--- config.mk ---
export PLATFORM = sky130hd
export DESIGN_NAME = i2cst_start_trigger
export DESIGN_NICKNAME = d
export VERILOG_FILES = /design/src/logic/i2cst_pkg.sv /design/src/logic/i2cst_line_sync.sv /design/src/logic/i2cst_start_trigger.sv
export VERILOG_INCLUDE_DIRS = /design/src /design/src/logic
export SDC_FILE = /design/constraint.sdc
export NUM_CORES = 1
export LEC_CHECK = 0
export BUFFER_PORTS_ARGS = -buffer_cell sky130_fd_sc_hd__buf_2
export CAP_MARGIN = 20
export CELL_PAD_IN_SITES_DETAIL_PLACEMENT = 1
export CELL_PAD_IN_SITES_GLOBAL_PLACEMENT = 1
export CORE_MARGIN = 2
export CORE_UTILIZATION = 43
export CTS_BUF_LIST = sky130_fd_sc_hd__clkbuf_2 sky130_fd_sc_hd__clkbuf_4 sky130_fd_sc_hd__clkbuf_8
export CTS_CLUSTER_SIZE = 10
export DETAILED_ROUTE_END_ITERATION = 7
export PLACE_DENSITY = 0.89
export SYNTH_ARGS = -nofsm -noshare
export SYNTH_HDL_FRONTEND = slang
export SYNTH_SLANG_ARGS = --single-unit
--- constraint.sdc ---
create_clock -name clk -period 4.35 [get_ports clk]
set_clock_uncertainty 0.15 [all_clocks]
set_input_delay 1.305 -clock clk [delete_from_list [all_inputs] [get_ports clk]]
set_output_delay 1.305 -clock clk [all_outputs]
set_load 0.005 [all_outputs]
--- src/logic/i2cst_regs.svh ---
// Register offsets, field positions, reset values and timing counts
// of the start trigger block. Assumes a 100 MHz clk.
`ifndef I2CST_REGS_SVH
`define I2CST_REGS_SVH

// Byte offsets on the AXI4-Lite bus
`define I2CST_CTRL_OFS 8'h00
`define I2CST_FLAG_OFS 8'h04
`define I2CST_STAT_OFS 8'h08
`define I2CST_IRQ_OFS  8'h0c
`define I2CST_MASK_OFS 8'h10

// Control register bits
`define I2CST_CTRL_STOP 0
`define I2CST_CTRL_STRT 1
`define I2CST_CTRL_WREL 5
`define I2CST_CTRL_EXIT 6
`define I2CST_CTRL_EN   7

// Flag register bits
`define I2CST_FLAG_RSVD 0
`define I2CST_FLAG_FAIL 7

// Interrupt status and mask bits
`define I2CST_IRQ_STRT 0
`define I2CST_IRQ_FAIL 1
`define I2CST_IRQ_STOP 2
`define I2CST_IRQ_ARB  3

// Reset values
`define I2CST_FLAG_RST 8'h00
`define I2CST_MASK_RST 4'h0

// Timing: rated hold and setup times, rounded up to cycles
`define I2CST_CLK_NS   10
`define I2CST_HOLD_NS  4000
`define I2CST_SETUP_NS 4000
`define I2CST_HOLD_CYC  ((`I2CST_HOLD_NS + `I2CST_CLK_NS - 1) / `I2CST_CLK_NS)
`define I2CST_SETUP_CYC ((`I2CST_SETUP_NS + `I2CST_CLK_NS - 1) / `I2CST_CLK_NS)

`endif

--- src/logic/i2cst_pkg.sv ---
// Types shared by the start trigger block.
// Assumes the constants of i2cst_regs.svh.
package i2cst_pkg;

    // Bus sequencer states
    typedef enum logic [2:0] {
        ST_IDLE,
        ST_STA_HOLD,
        ST_WAIT,
        ST_RS_REL,
        ST_RS_SCL,
        ST_SP_SCL
    } i2cst_state_type;

endpackage

--- src/logic/i2cst_line_sync.sv ---
// Synchroniser and start/stop detector for the two bus lines.
// Assumes the lines are asynchronous to clk.
`timescale 1ns/10ps
module i2cst_line_sync (
    input  wire logic clk,
    input  wire logic rstn,
    input  wire logic clockLineIn,
    input  wire logic dataLineIn,
    output logic      clockLineSync,
    output logic      dataLineSync,
    output logic      startDet,
    output logic      stopDet
);
    logic [1:0] meta_ff;
    logic [1:0] sync_ff;
    logic [1:0] prev_ff;
    wire  [1:0] rawIn = {dataLineIn, clockLineIn};

    // Three stages per line; the second and third feed logic, the first does not
    genvar i;
    generate
        for (i = 0; i < 2; i = i + 1)
        begin : g_line
            always_ff @(posedge clk)
            begin
                if (!rstn)
                begin
                    meta_ff[i] <= 1'b1;
                    sync_ff[i] <= 1'b1;
                    prev_ff[i] <= 1'b1;
                end
                else
                begin
                    meta_ff[i] <= rawIn[i];
                    sync_ff[i] <= meta_ff[i];
                    prev_ff[i] <= sync_ff[i];
                end
            end
        end
    endgenerate

    // Data edge while clock stays high marks a condition
    assign clockLineSync = sync_ff[0];
    assign dataLineSync  = sync_ff[1];
    assign startDet = sync_ff[0] & prev_ff[0] & prev_ff[1] & ~sync_ff[1];
    assign stopDet  = sync_ff[0] & prev_ff[0] & ~prev_ff[1] & sync_ff[1];
endmodule

--- src/logic/i2cst_start_trigger.sv ---
// Start/restart trigger of an I2C bus controller with AXI4-Lite registers.
// Assumes open-drain lines resolved outside and a 100 MHz clk.
`timescale 1ns/10ps
`include "i2cst_regs.svh"
module i2cst_start_trigger #(
    parameter logic [15:0] HOLD_CYC  = 16'(`I2CST_HOLD_CYC),
    parameter logic [15:0] SETUP_CYC = 16'(`I2CST_SETUP_CYC)
) (
    input  wire logic        clk,
    input  wire logic        rstn,
    input  wire logic        awvalid,
    output logic             awready,
    input  wire logic [7:0]  awaddr,
    input  wire logic        wvalid,
    output logic             wready,
    input  wire logic [31:0] wdata,
    input  wire logic [3:0]  wstrb,
    output logic             bvalid,
    input  wire logic        bready,
    output logic [1:0]       bresp,
    input  wire logic        arvalid,
    output logic             arready,
    input  wire logic [7:0]  araddr,
    output logic             rvalid,
    input  wire logic        rready,
    output logic [31:0]      rdata,
    output logic [1:0]       rresp,
    input  wire logic        clockLineIn,
    output logic             clockLineOut,
    output logic             clockLineOe,
    input  wire logic        dataLineIn,
    output logic             dataLineOut,
    output logic             dataLineOe,
    output logic             irq
);
    // Bus slave state
    logic        awHeld_ff, wHeld_ff, awready_ff, wready_ff;
    logic [7:0]  awAddr_ff;
    logic [7:0]  wData_ff;
    logic        wStrb0_ff;
    logic        bvalid_ff, arready_ff, rvalid_ff;
    logic [1:0]  bresp_ff, rresp_ff;
    logic [31:0] rdata_ff;

    // Control state
    logic        en_ff, startPend_ff, stopTrig_ff;
    logic        resDis_ff, fail_ff, busBusy_ff, master_ff;
    logic [3:0]  irqStat_ff, mask_ff;
    logic        irq_ff;
    logic        clockOe_ff, dataOe_ff;
    logic [15:0] cnt_ff;
    i2cst_pkg::i2cst_state_type state_ff;

    // Sequencer next values
    i2cst_pkg::i2cst_state_type nxt_state;
    logic [15:0] nxt_cnt;
    logic        nxt_clockOe, nxt_dataOe, nxt_master;
    logic        startGen, stopGen, arbLost;

    // Synchronised lines
    logic clockS, dataS, startDet, stopDet;

    i2cst_line_sync u_sync (
        .clk           (clk),
        .rstn          (rstn),
        .clockLineIn   (clockLineIn),
        .dataLineIn    (dataLineIn),
        .clockLineSync (clockS),
        .dataLineSync  (dataS),
        .startDet      (startDet),
        .stopDet       (stopDet)
    );

    // Write decode; a write happens once address and data are both held
    wire doWrite = awHeld_ff & wHeld_ff & ~bvalid_ff;
    wire wHitCtrl = (awAddr_ff == `I2CST_CTRL_OFS);
    wire wHitFlag = (awAddr_ff == `I2CST_FLAG_OFS);
    wire wHitStat = (awAddr_ff == `I2CST_STAT_OFS);
    wire wHitIrq  = (awAddr_ff == `I2CST_IRQ_OFS);
    wire wHitMask = (awAddr_ff == `I2CST_MASK_OFS);
    wire wMapped  = wHitCtrl | wHitFlag | wHitStat | wHitIrq | wHitMask;
    wire wLane    = doWrite & wStrb0_ff;
    wire ctrlWr   = wLane & wHitCtrl;
    wire flagWr   = wLane & wHitFlag;
    wire maskWr   = wLane & wHitMask;

    // Enable as seen by a write that also changes it
    wire enNow   = ctrlWr ? wData_ff[`I2CST_CTRL_EN] : en_ff;
    wire wrStart = ctrlWr & wData_ff[`I2CST_CTRL_STRT] & enNow;
    wire wrStop  = ctrlWr & wData_ff[`I2CST_CTRL_STOP] & enNow;
    wire exitReq = ctrlWr & wData_ff[`I2CST_CTRL_EXIT];
    wire waitRel = ctrlWr & wData_ff[`I2CST_CTRL_WREL];
    // Another master owns the bus and reservation is off
    wire rejectStart = wrStart & busBusy_ff & ~master_ff & resDis_ff;
    wire kill = ~enNow | exitReq;

    // Read decode
    wire rHitCtrl = (araddr == `I2CST_CTRL_OFS);
    wire rHitFlag = (araddr == `I2CST_FLAG_OFS);
    wire rHitStat = (araddr == `I2CST_STAT_OFS);
    wire rHitIrq  = (araddr == `I2CST_IRQ_OFS);
    wire rHitMask = (araddr == `I2CST_MASK_OFS);
    wire rMapped  = rHitCtrl | rHitFlag | rHitStat | rHitIrq | rHitMask;
    wire arTake   = arvalid & arready_ff;
    wire irqRdClr = arTake & rHitIrq;

    // Trigger bits always read zero; only the enable reads back
    wire [7:0] ctrlRd = {en_ff, 7'h00};
    wire [7:0] flagRd = {fail_ff, 6'h00, resDis_ff};
    wire waiting = (state_ff == i2cst_pkg::ST_WAIT);
    wire [7:0] statRd = {1'b0, stopTrig_ff, startPend_ff, dataS, clockS, waiting, master_ff, busBusy_ff};
    wire [7:0] rdByte = rHitCtrl ? ctrlRd :
                        rHitFlag ? flagRd :
                        rHitStat ? statRd :
                        rHitIrq  ? {4'h0, irqStat_ff} :
                        rHitMask ? {4'h0, mask_ff} : 8'h00;

    // Event vector for the sticky status
    wire [3:0] events = {arbLost, stopGen, rejectStart, startGen};
    wire [3:0] nxt_irqStat = (irqRdClr ? 4'h0 : irqStat_ff) | events;

    // Write channels, taken independently in either order
    always_ff @(posedge clk)
    begin
        if (!rstn)
        begin
            awHeld_ff  <= 1'b0;
            awready_ff <= 1'b1;
            awAddr_ff  <= 8'h00;
        end
        else if (awvalid && awready_ff)
        begin
            awHeld_ff  <= 1'b1;
            awready_ff <= 1'b0;
            awAddr_ff  <= awaddr;
        end
        else if (doWrite)
        begin
            awHeld_ff  <= 1'b0;
            awready_ff <= 1'b1;
        end
    end

    always_ff @(posedge clk)
    begin
        if (!rstn)
        begin
            wHeld_ff  <= 1'b0;
            wready_ff <= 1'b1;
            wData_ff  <= 8'h00;
            wStrb0_ff <= 1'b0;
        end
        else if (wvalid && wready_ff)
        begin
            wHeld_ff  <= 1'b1;
            wready_ff <= 1'b0;
            wData_ff  <= wdata[7:0];
            wStrb0_ff <= wstrb[0];
        end
        else if (doWrite)
        begin
            wHeld_ff  <= 1'b0;
            wready_ff <= 1'b1;
        end
    end

    // Write response; unmapped offsets answer with a slave error
    always_ff @(posedge clk)
    begin
        if (!rstn)
        begin
            bvalid_ff <= 1'b0;
            bresp_ff  <= 2'h0;
        end
        else if (doWrite)
        begin
            bvalid_ff <= 1'b1;
            bresp_ff  <= wMapped ? 2'h0 : 2'h2;
        end
        else if (bready)
        begin
            bvalid_ff <= 1'b0;
        end
    end

    // Read channel, one read at a time
    always_ff @(posedge clk)
    begin
        if (!rstn)
        begin
            arready_ff <= 1'b1;
            rvalid_ff  <= 1'b0;
            rdata_ff   <= 32'h0000_0000;
            rresp_ff   <= 2'h0;
        end
        else if (arTake)
        begin
            arready_ff <= 1'b0;
            rvalid_ff  <= 1'b1;
            rdata_ff   <= {24'h00_0000, rdByte};
            rresp_ff   <= rMapped ? 2'h0 : 2'h2;
        end
        else if (rvalid_ff && rready)
        begin
            arready_ff <= 1'b1;
            rvalid_ff  <= 1'b0;
        end
    end

    // Bus sequencer; sda is pulled only where the sequence calls for it
    always_comb
    begin
        nxt_state   = state_ff;
        nxt_cnt     = (cnt_ff != 16'h0000) ? cnt_ff - 16'h0001 : cnt_ff;
        nxt_clockOe = clockOe_ff;
        nxt_dataOe  = dataOe_ff;
        nxt_master  = master_ff;
        startGen    = 1'b0;
        stopGen     = 1'b0;
        arbLost     = 1'b0;
        case (state_ff)
            i2cst_pkg::ST_IDLE:
            begin
                nxt_clockOe = 1'b0;
                nxt_dataOe  = 1'b0;
                // Free bus with both lines high: data falls first
                if (startPend_ff && !busBusy_ff && clockS && dataS)
                begin
                    nxt_state  = i2cst_pkg::ST_STA_HOLD;
                    nxt_dataOe = 1'b1;
                    nxt_cnt    = HOLD_CYC;
                end
            end
            i2cst_pkg::ST_STA_HOLD:
            begin
                // Clock falls only after the hold time
                if (cnt_ff == 16'h0000)
                begin
                    nxt_state   = i2cst_pkg::ST_WAIT;
                    nxt_clockOe = 1'b1;
                    nxt_master  = 1'b1;
                    startGen    = 1'b1;
                end
            end
            i2cst_pkg::ST_WAIT:
            begin
                // Master wait: clock held low until software acts
                if (stopTrig_ff)
                begin
                    nxt_state   = i2cst_pkg::ST_SP_SCL;
                    nxt_dataOe  = 1'b1;
                    nxt_clockOe = 1'b0;
                    nxt_cnt     = SETUP_CYC;
                end
                else if (waitRel && startPend_ff)
                begin
                    nxt_state  = i2cst_pkg::ST_RS_REL;
                    nxt_dataOe = 1'b0;
                    nxt_cnt    = HOLD_CYC;
                end
            end
            i2cst_pkg::ST_RS_REL:
            begin
                // Data released while clock is still low
                if (cnt_ff == 16'h0000)
                begin
                    nxt_state   = i2cst_pkg::ST_RS_SCL;
                    nxt_clockOe = 1'b0;
                    nxt_cnt     = SETUP_CYC;
                end
            end
            i2cst_pkg::ST_RS_SCL:
            begin
                // A stretching slave holds the clock; restart the setup count
                if (!clockS)
                begin
                    nxt_cnt = SETUP_CYC;
                end
                else if (!dataS)
                begin
                    nxt_state  = i2cst_pkg::ST_IDLE;
                    nxt_master = 1'b0;
                    arbLost    = 1'b1;
                end
                else if (cnt_ff == 16'h0000)
                begin
                    nxt_state  = i2cst_pkg::ST_STA_HOLD;
                    nxt_dataOe = 1'b1;
                    nxt_cnt    = HOLD_CYC;
                end
            end
            i2cst_pkg::ST_SP_SCL:
            begin
                // Data low, clock released; data rises after setup
                if (!clockS)
                begin
                    nxt_cnt = SETUP_CYC;
                end
                else if (cnt_ff == 16'h0000)
                begin
                    nxt_state  = i2cst_pkg::ST_IDLE;
                    nxt_dataOe = 1'b0;
                    nxt_master = 1'b0;
                    stopGen    = 1'b1;
                end
            end
            default:
            begin
                nxt_state = i2cst_pkg::ST_IDLE;
            end
        endcase
        // Disable or exit lets go of both lines at once
        if (kill)
        begin
            nxt_state   = i2cst_pkg::ST_IDLE;
            nxt_clockOe = 1'b0;
            nxt_dataOe  = 1'b0;
            nxt_master  = 1'b0;
            startGen    = 1'b0;
            stopGen     = 1'b0;
            arbLost     = 1'b0;
        end
    end

    always_ff @(posedge clk)
    begin
        if (!rstn)
        begin
            state_ff   <= i2cst_pkg::ST_IDLE;
            cnt_ff     <= 16'h0000;
            clockOe_ff <= 1'b0;
            dataOe_ff  <= 1'b0;
            master_ff  <= 1'b0;
        end
        else
        begin
            state_ff   <= nxt_state;
            cnt_ff     <= nxt_cnt;
            clockOe_ff <= nxt_clockOe;
            dataOe_ff  <= nxt_dataOe;
            master_ff  <= nxt_master;
        end
    end

    // Start trigger: hardware clears win, software cannot re-arm early
    always_ff @(posedge clk)
    begin
        if (!rstn)
        begin
            startPend_ff <= 1'b0;
        end
        else
        begin
            startPend_ff <= (startPend_ff | (wrStart & ~rejectStart))
                            & ~(kill | startGen | arbLost | rejectStart);
        end
    end

    // Stop trigger ends on a detected stop, a lost arbitration, a disable or an exit
    always_ff @(posedge clk)
    begin
        if (!rstn)
        begin
            stopTrig_ff <= 1'b0;
        end
        else
        begin
            stopTrig_ff <= (stopTrig_ff | wrStop) & ~(kill | stopDet | arbLost);
        end
    end

    // Flag register; a new failure beats a clearing write
    always_ff @(posedge clk)
    begin
        if (!rstn)
        begin
            resDis_ff <= 1'(`I2CST_FLAG_RST >> `I2CST_FLAG_RSVD);
            fail_ff   <= 1'b0;
        end
        else
        begin
            if (flagWr)
            begin
                resDis_ff <= wData_ff[`I2CST_FLAG_RSVD];
            end
            fail_ff <= ((flagWr ? wData_ff[`I2CST_FLAG_FAIL] : fail_ff) & fail_ff) | rejectStart;
        end
    end

    // Bus occupancy seen from the lines, ours included
    always_ff @(posedge clk)
    begin
        if (!rstn)
        begin
            busBusy_ff <= 1'b0;
        end
        else if (startDet)
        begin
            busBusy_ff <= 1'b1;
        end
        else if (stopDet)
        begin
            busBusy_ff <= 1'b0;
        end
    end

    // Enable, mask and sticky interrupt status
    always_ff @(posedge clk)
    begin
        if (!rstn)
        begin
            en_ff      <= 1'b0;
            mask_ff    <= `I2CST_MASK_RST;
            irqStat_ff <= 4'h0;
            irq_ff     <= 1'b0;
        end
        else
        begin
            en_ff      <= enNow;
            irqStat_ff <= nxt_irqStat;
            if (maskWr)
            begin
                mask_ff <= wData_ff[3:0];
            end
            irq_ff <= |(nxt_irqStat & (maskWr ? wData_ff[3:0] : mask_ff));
        end
    end

    // Ports; lines are open-drain, so the driven level is always low
    assign awready      = awready_ff;
    assign wready       = wready_ff;
    assign bvalid       = bvalid_ff;
    assign bresp        = bresp_ff;
    assign arready      = arready_ff;
    assign rvalid       = rvalid_ff;
    assign rdata        = rdata_ff;
    assign rresp        = rresp_ff;
    assign clockLineOut = 1'b0;
    assign dataLineOut  = 1'b0;
    assign clockLineOe  = clockOe_ff;
    assign dataLineOe   = dataOe_ff;
    assign irq          = irq_ff;
endmodule

# After elaboration in Yosys (flattened, before gate mapping)
# Index checks and enable logic that the tools add are counted.
[classes] mux=69 n_addsub=1 reduce_logical=27 n_bitwise=54 n_eq_ne=25
[ops] operator="2-to-1 mux 16 bit" n=8
[ops] operator="one-hot mux 16 bit (5 select lines)" n=1
[ops] operator="2-to-1 mux 1 bit" n=37
[ops] operator="equality test 8 x 4 -> 1 bit, second input constant" n=4
[ops] operator="2-to-1 mux 3 bit" n=10
[ops] operator="bitwise AND 1 bit" n=26
[ops] operator="one-hot mux 3 bit (6 select lines)" n=1
[ops] operator="OR 1 bit" n=17
[ops] operator="equality test 8 x 3 -> 1 bit, second input constant" n=2
[ops] operator="equality test 8 x 5 -> 1 bit, second input constant" n=2
[ops] operator="logical NOT 16 bit" n=1
[ops] operator="logical NOT 8 bit" n=2
[ops] operator="2-to-1 mux 4 bit" n=4
[ops] operator="2-to-1 mux 8 bit" n=2
[ops] operator="nonzero test 16 bit" n=1
[ops] operator="subtractor 16 x 1 -> 16 bit, second input constant" n=1
[ops] operator="inequality test 2 bit, second input constant" n=7
[ops] operator="nonzero test 2 bit" n=5
[ops] operator="inverter 1 bit" n=9
[ops] operator="one-hot mux 1 bit (4 select lines)" n=2
[ops] operator="AND reduction 8 bit" n=1
[ops] operator="nonzero test 4 bit" n=2
[ops] operator="logical AND 1 bit" n=7
[ops] operator="2-to-1 mux 7 bit" n=1
[ops] operator="18 further kinds" n=23
[word_totals] out_inout_bits=46 ff_bits=79 wordCells=209 inputBits=61

# Longest topological paths before layout
[depth] ltp_word=13 mapped_depth=9 mapped_depth_nobuf=7

# Modules after synthesis
# A second synthesis with hierarchy kept.
[hier_totals] cells_unflattened=428 hier_area_um2=3711.1
[modules_own_cells] module="i2cst_start_trigger" cells_per_inst=414 area_per_inst_um2=3533.4 instances=1 seq_area_each_um2=1401.3
[modules_own_cells] module="i2cst_line_sync" cells_per_inst=14 area_per_inst_um2=177.7 instances=1 seq_area_each_um2=120.1

# Worst setup path after synthesis
# Ideal clock, no wire load.
[synth_timing] kind="input -> register" from="input araddr[0]" to="register irq_ff (netlist: irq)" t_required_ps=4058 setup_slack_ps=1313 cell_stages=5 setup_ps=142 arrival_ps=2745 path_buffers=0 cell_sequence="or4_1 -> nor4_1 -> nor2b_1 -> o311ai_0 -> o2111ai_1"
[synth_between] elab_chain_cells=6
[synth_lines] item="from (decl)" line_no="i2cst_start_trigger.sv:23" source="input wire logic [7:0] araddr,"
[synth_lines] item="equality test 8 x 4 -> 1 bit (no source line)"
[synth_lines] item="bitwise AND 1 bit" line_no="i2cst_start_trigger.sv:105" source="wire irqRdClr = arTake & rHitIrq;"
[synth_lines] item="2-to-1 mux 4 bit" line_no="i2cst_start_trigger.sv:120" source="wire [3:0] nxt_irqStat = (irqRdClr ? 4'h0 : irqStat_ff) | events;"
[synth_lines] item="OR 4 bit" line_no="i2cst_start_trigger.sv:120"
[synth_lines] item="bitwise AND 4 bit" line_no="i2cst_start_trigger.sv:425" source="irq_ff <= |(nxt_irqStat & (maskWr ? wData_ff[3:0] : mask_ff));"
[synth_lines] item="OR reduction 4 bit" line_no="i2cst_start_trigger.sv:425"
[synth_lines] item="to (signal assigned)" line_no="i2cst_start_trigger.sv:425"
[synth_lines] item="to (decl)" line_no="i2cst_start_trigger.sv:49" source="logic irq_ff;"
# No other way between the ends.
# A chain may end at the register's enable or synchronous reset.

# Worst setup path in the final report
# Ends and elaborated chain as after synthesis.

==> reports/results.txt <==
Internal: 1.33 mW
Worst slew margin: 55.6%
Clock transition at path regs: 90 ps
Die width: 99.6 um
Final Non-Filler Cells: 616
Comb pwr share: 31.2%
PwrDens: 480 nW/um^2
Hold Violations, Final: 0
DR vias/cell: 5.52
N_diodes: 0
1st-iter DRT viols: 107
Max Buffers Root-to-Sink: 2
FP Rows: 34
Mapped cell area: 3930 sq um
Met2 Use GR: 37.9%
Clock power share: 27.0%
First-pass GRT wire length: 16.6 mm
Leak: 1.72 nW
Post-synth top area cell: dfxtp_1
Yosys warnings: 0
Core area: 8810 sq um
Remaining antenna violation count: 0
Vias in the first global route: 3,515
Placed Area: 4130 sq um
Startpoint types: input pin
Worst setup EP type: register
Port Buffer Count: 50
Total track usage: 20.5%
Fillers: 1,085
I/O pins: 107
Post-cts sizing count: 0
Max-cap violations: 0
Worst Tran Pin Value: 661 ps
Register bit total from synthesis: 76
Worst path required time: 4420 ps
CP Class: in -> reg
Final Wtd Congestion: 0.885
Detail Placement HPWL: 7.15 mm
Overflow after GRT: 0
Most Used Layer, Global Route: met2
Nets: 567
Post-CTS Setup Inserts: 0
Maximum vdd drop: 182 uV
Pre-CTS setup slack: 875 ps
Vias: 3,399
RSZ-0062 raised after global routing: no
Syn_area_per_cell: 8.52 sq um
Clk sinks: 76
Synth top area share: 38.7%
Ys async rst share: 0%
Die Y: 99.6 um
Hold buffer count at cts: 0
Psw: 0.764 mW
Area grow syn2layout: 10.8%
Final WL: 9.72 mm
Met3 usage: 5.06%
Root Buffer: clkbuf_8
Setup ws final: 1280 ps
CP arrival: 3130 ps
Switching Share: 36.6%
Placed cells: 598
Max Slew Vio Count: 0
Run status: finished clean
Hold slack: 274 ps
DR pass1 iterations: 4
Post-synth EDFFs: 0
Final period utilization: 70.5%
H-tree levels: 3
Share of layout cells above drive strength 1: 19.5%
Sequential Power Share: 41.8%
Synth Flop Type: dfxtp_1
CTS tree: built
Final Setup Violations: 0
Synth unique cells: 59
Most common cell after layout, fill and taps aside: dfxtp_1
Max FO, Critical Path: 4
Total CTS buffers: 9
Synth Instances: 461
Largest net degree at the start of global routing: 40
Die area: 9920 sq um
Most frequent cells in the layout: dfxtp_1 (76), nand2_1 (56), buf_2 (50)
Tmin final: 3070 ps
Initial antenna violation count: 0
Final TNS setup: 0 ps
Initial Utilization: 44.6%
GR Layer Usage met1: 23.4%
Synth area leaders: dfxtp_1 (39%), buf_4 (5.5%), nand2_1 (5.4%)
Seq/Total Area, Yosys: 38.7%
Worst-skew pair later-pin latency: 350 ps
Wire length per cell: 15.8 um
Area of the multi-input gates: 2170 sq um
Register Area: 1520 sq um
DRC violations left: 0
Fmax: 0.326 GHz
Hold Path Class: reg -> reg
Design Area, Final: 4350 sq um
-- per-stage QoR --
| step | power (mW) | util, % |
|---|---|---|
| 2_1_floorplan | 1.37 | - |
| 3_3_place_gp | 1.47 | 46.9 |
| 3_5_place_dp | 1.52 | 46.9 |
| 4_1_cts | 2.09 | 49.3 |
| 5_1_grt | 2.23 | 49.4 |
| 6_report | 2.09 | 49.4 |
-- Yosys cell counts (2+ instances only) --
cell and count:
nor3_1 13, inv_1 12, a22oi_1 4, a31oi_1 7
o211ai_1 2, xor2_1 12, ha_1 3, nand4b_1 4
and2_1 9, nor3_2 2, or3_1 3, o21a_1 2
a21oi_1 17, nand3_1 6, nand2b_1 10, o41ai_1 2
o31a_1 2, dfxtp_1 76, nand3b_1 4, buf_4 29
nor2_1 27, nor4_1 10, nand2_1 56, clkbuf_1 20
o22ai_1 3, or4_1 3, a2111oi_2 2, a21boi_0 27
o31ai_1 2, nand4_1 12, or2_2 4, and4b_1 2
nor2b_1 16, mux2_2 5, mux2i_1 4, a32oi_1 3
a21boi_2 3, o21ai_0 19, or4_4 4
-- cell families (layout without fill, tap and decap cells) --
family | count (synthesis) | count (layout) | synth area share, %
buf+inv | 62 | 82 | 8.69
fa+ha+maj | 3 | 3 | 0.956
mux | 9 | 9 | 2.45
compound gates | 105 | 105 | 19.3
other cells | 1 | 28 | 0.0954
simple gates | 193 | 193 | 27.1
xor+xnor | 12 | 12 | 2.68
flops | 76 | 76 | 38.7
-- area by class of cell --
cell class	count	share of cell area [%]
clock buffer	10	3.16
clock inverter	6	1.58
inverter	12	1.03
multi-input combinational	350	49.8
sequential	76	35.0
tap	108	3.10
timing repair buffer	54	6.38
-- critical path, stage by stage --
cell and delay (ps):
buf_2 90, or4_1 590, nor4_1 540, nor2b_1 120, o311ai_0 300, o2111ai_1 180
-- worst paths after layout --
check | start | to | slack, ps | cells past startpoint
max | araddr[0] | irq$_SDFF_PN0_ | 1280 | 6
min | u_sync.meta_ff[1]$_SDFF_PN1_ | u_sync.dataLineSync$_SDFF_PN1_ | 270 | 1
max reg2reg | cnt_ff[8]$_SDFF_PN0_ | state_ff[0]$_SDFFE_PP0P_ | 1360 | 6
min reg2reg | u_sync.meta_ff[1]$_SDFF_PN1_ | u_sync.dataLineSync$_SDFF_PN1_ | 270 | 1
-- sequential cells by signal (all words and copies together), names as in the netlist, 2 cells and up --
name	cells
cnt_ff	16
irqStat_ff	4
awAddr_ff	8
rdata	8
wData_ff	7
u_sync.meta_ff	2
u_sync.prev_ff	2
state_ff	3
mask_ff	4
-- power by group through the flow --
stage,clock network (mW),logic (mW),registers (mW)
detailed placement,0,0.629,0.888
CTS,0.581,0.639,0.874
global placement,0,0.588,0.880
global route,0.609,0.731,0.887
finish,0.565,0.651,0.874
floorplan,0,0.508,0.864
-- layer usage --
layer  up-vias  share of wire [%]
met1      1641                 42
met5         -                  0
met3        12                3.6
met4         0                1.3
met2        71                 53
li1       1675                  -
Power figures use the tool's default switching activity.
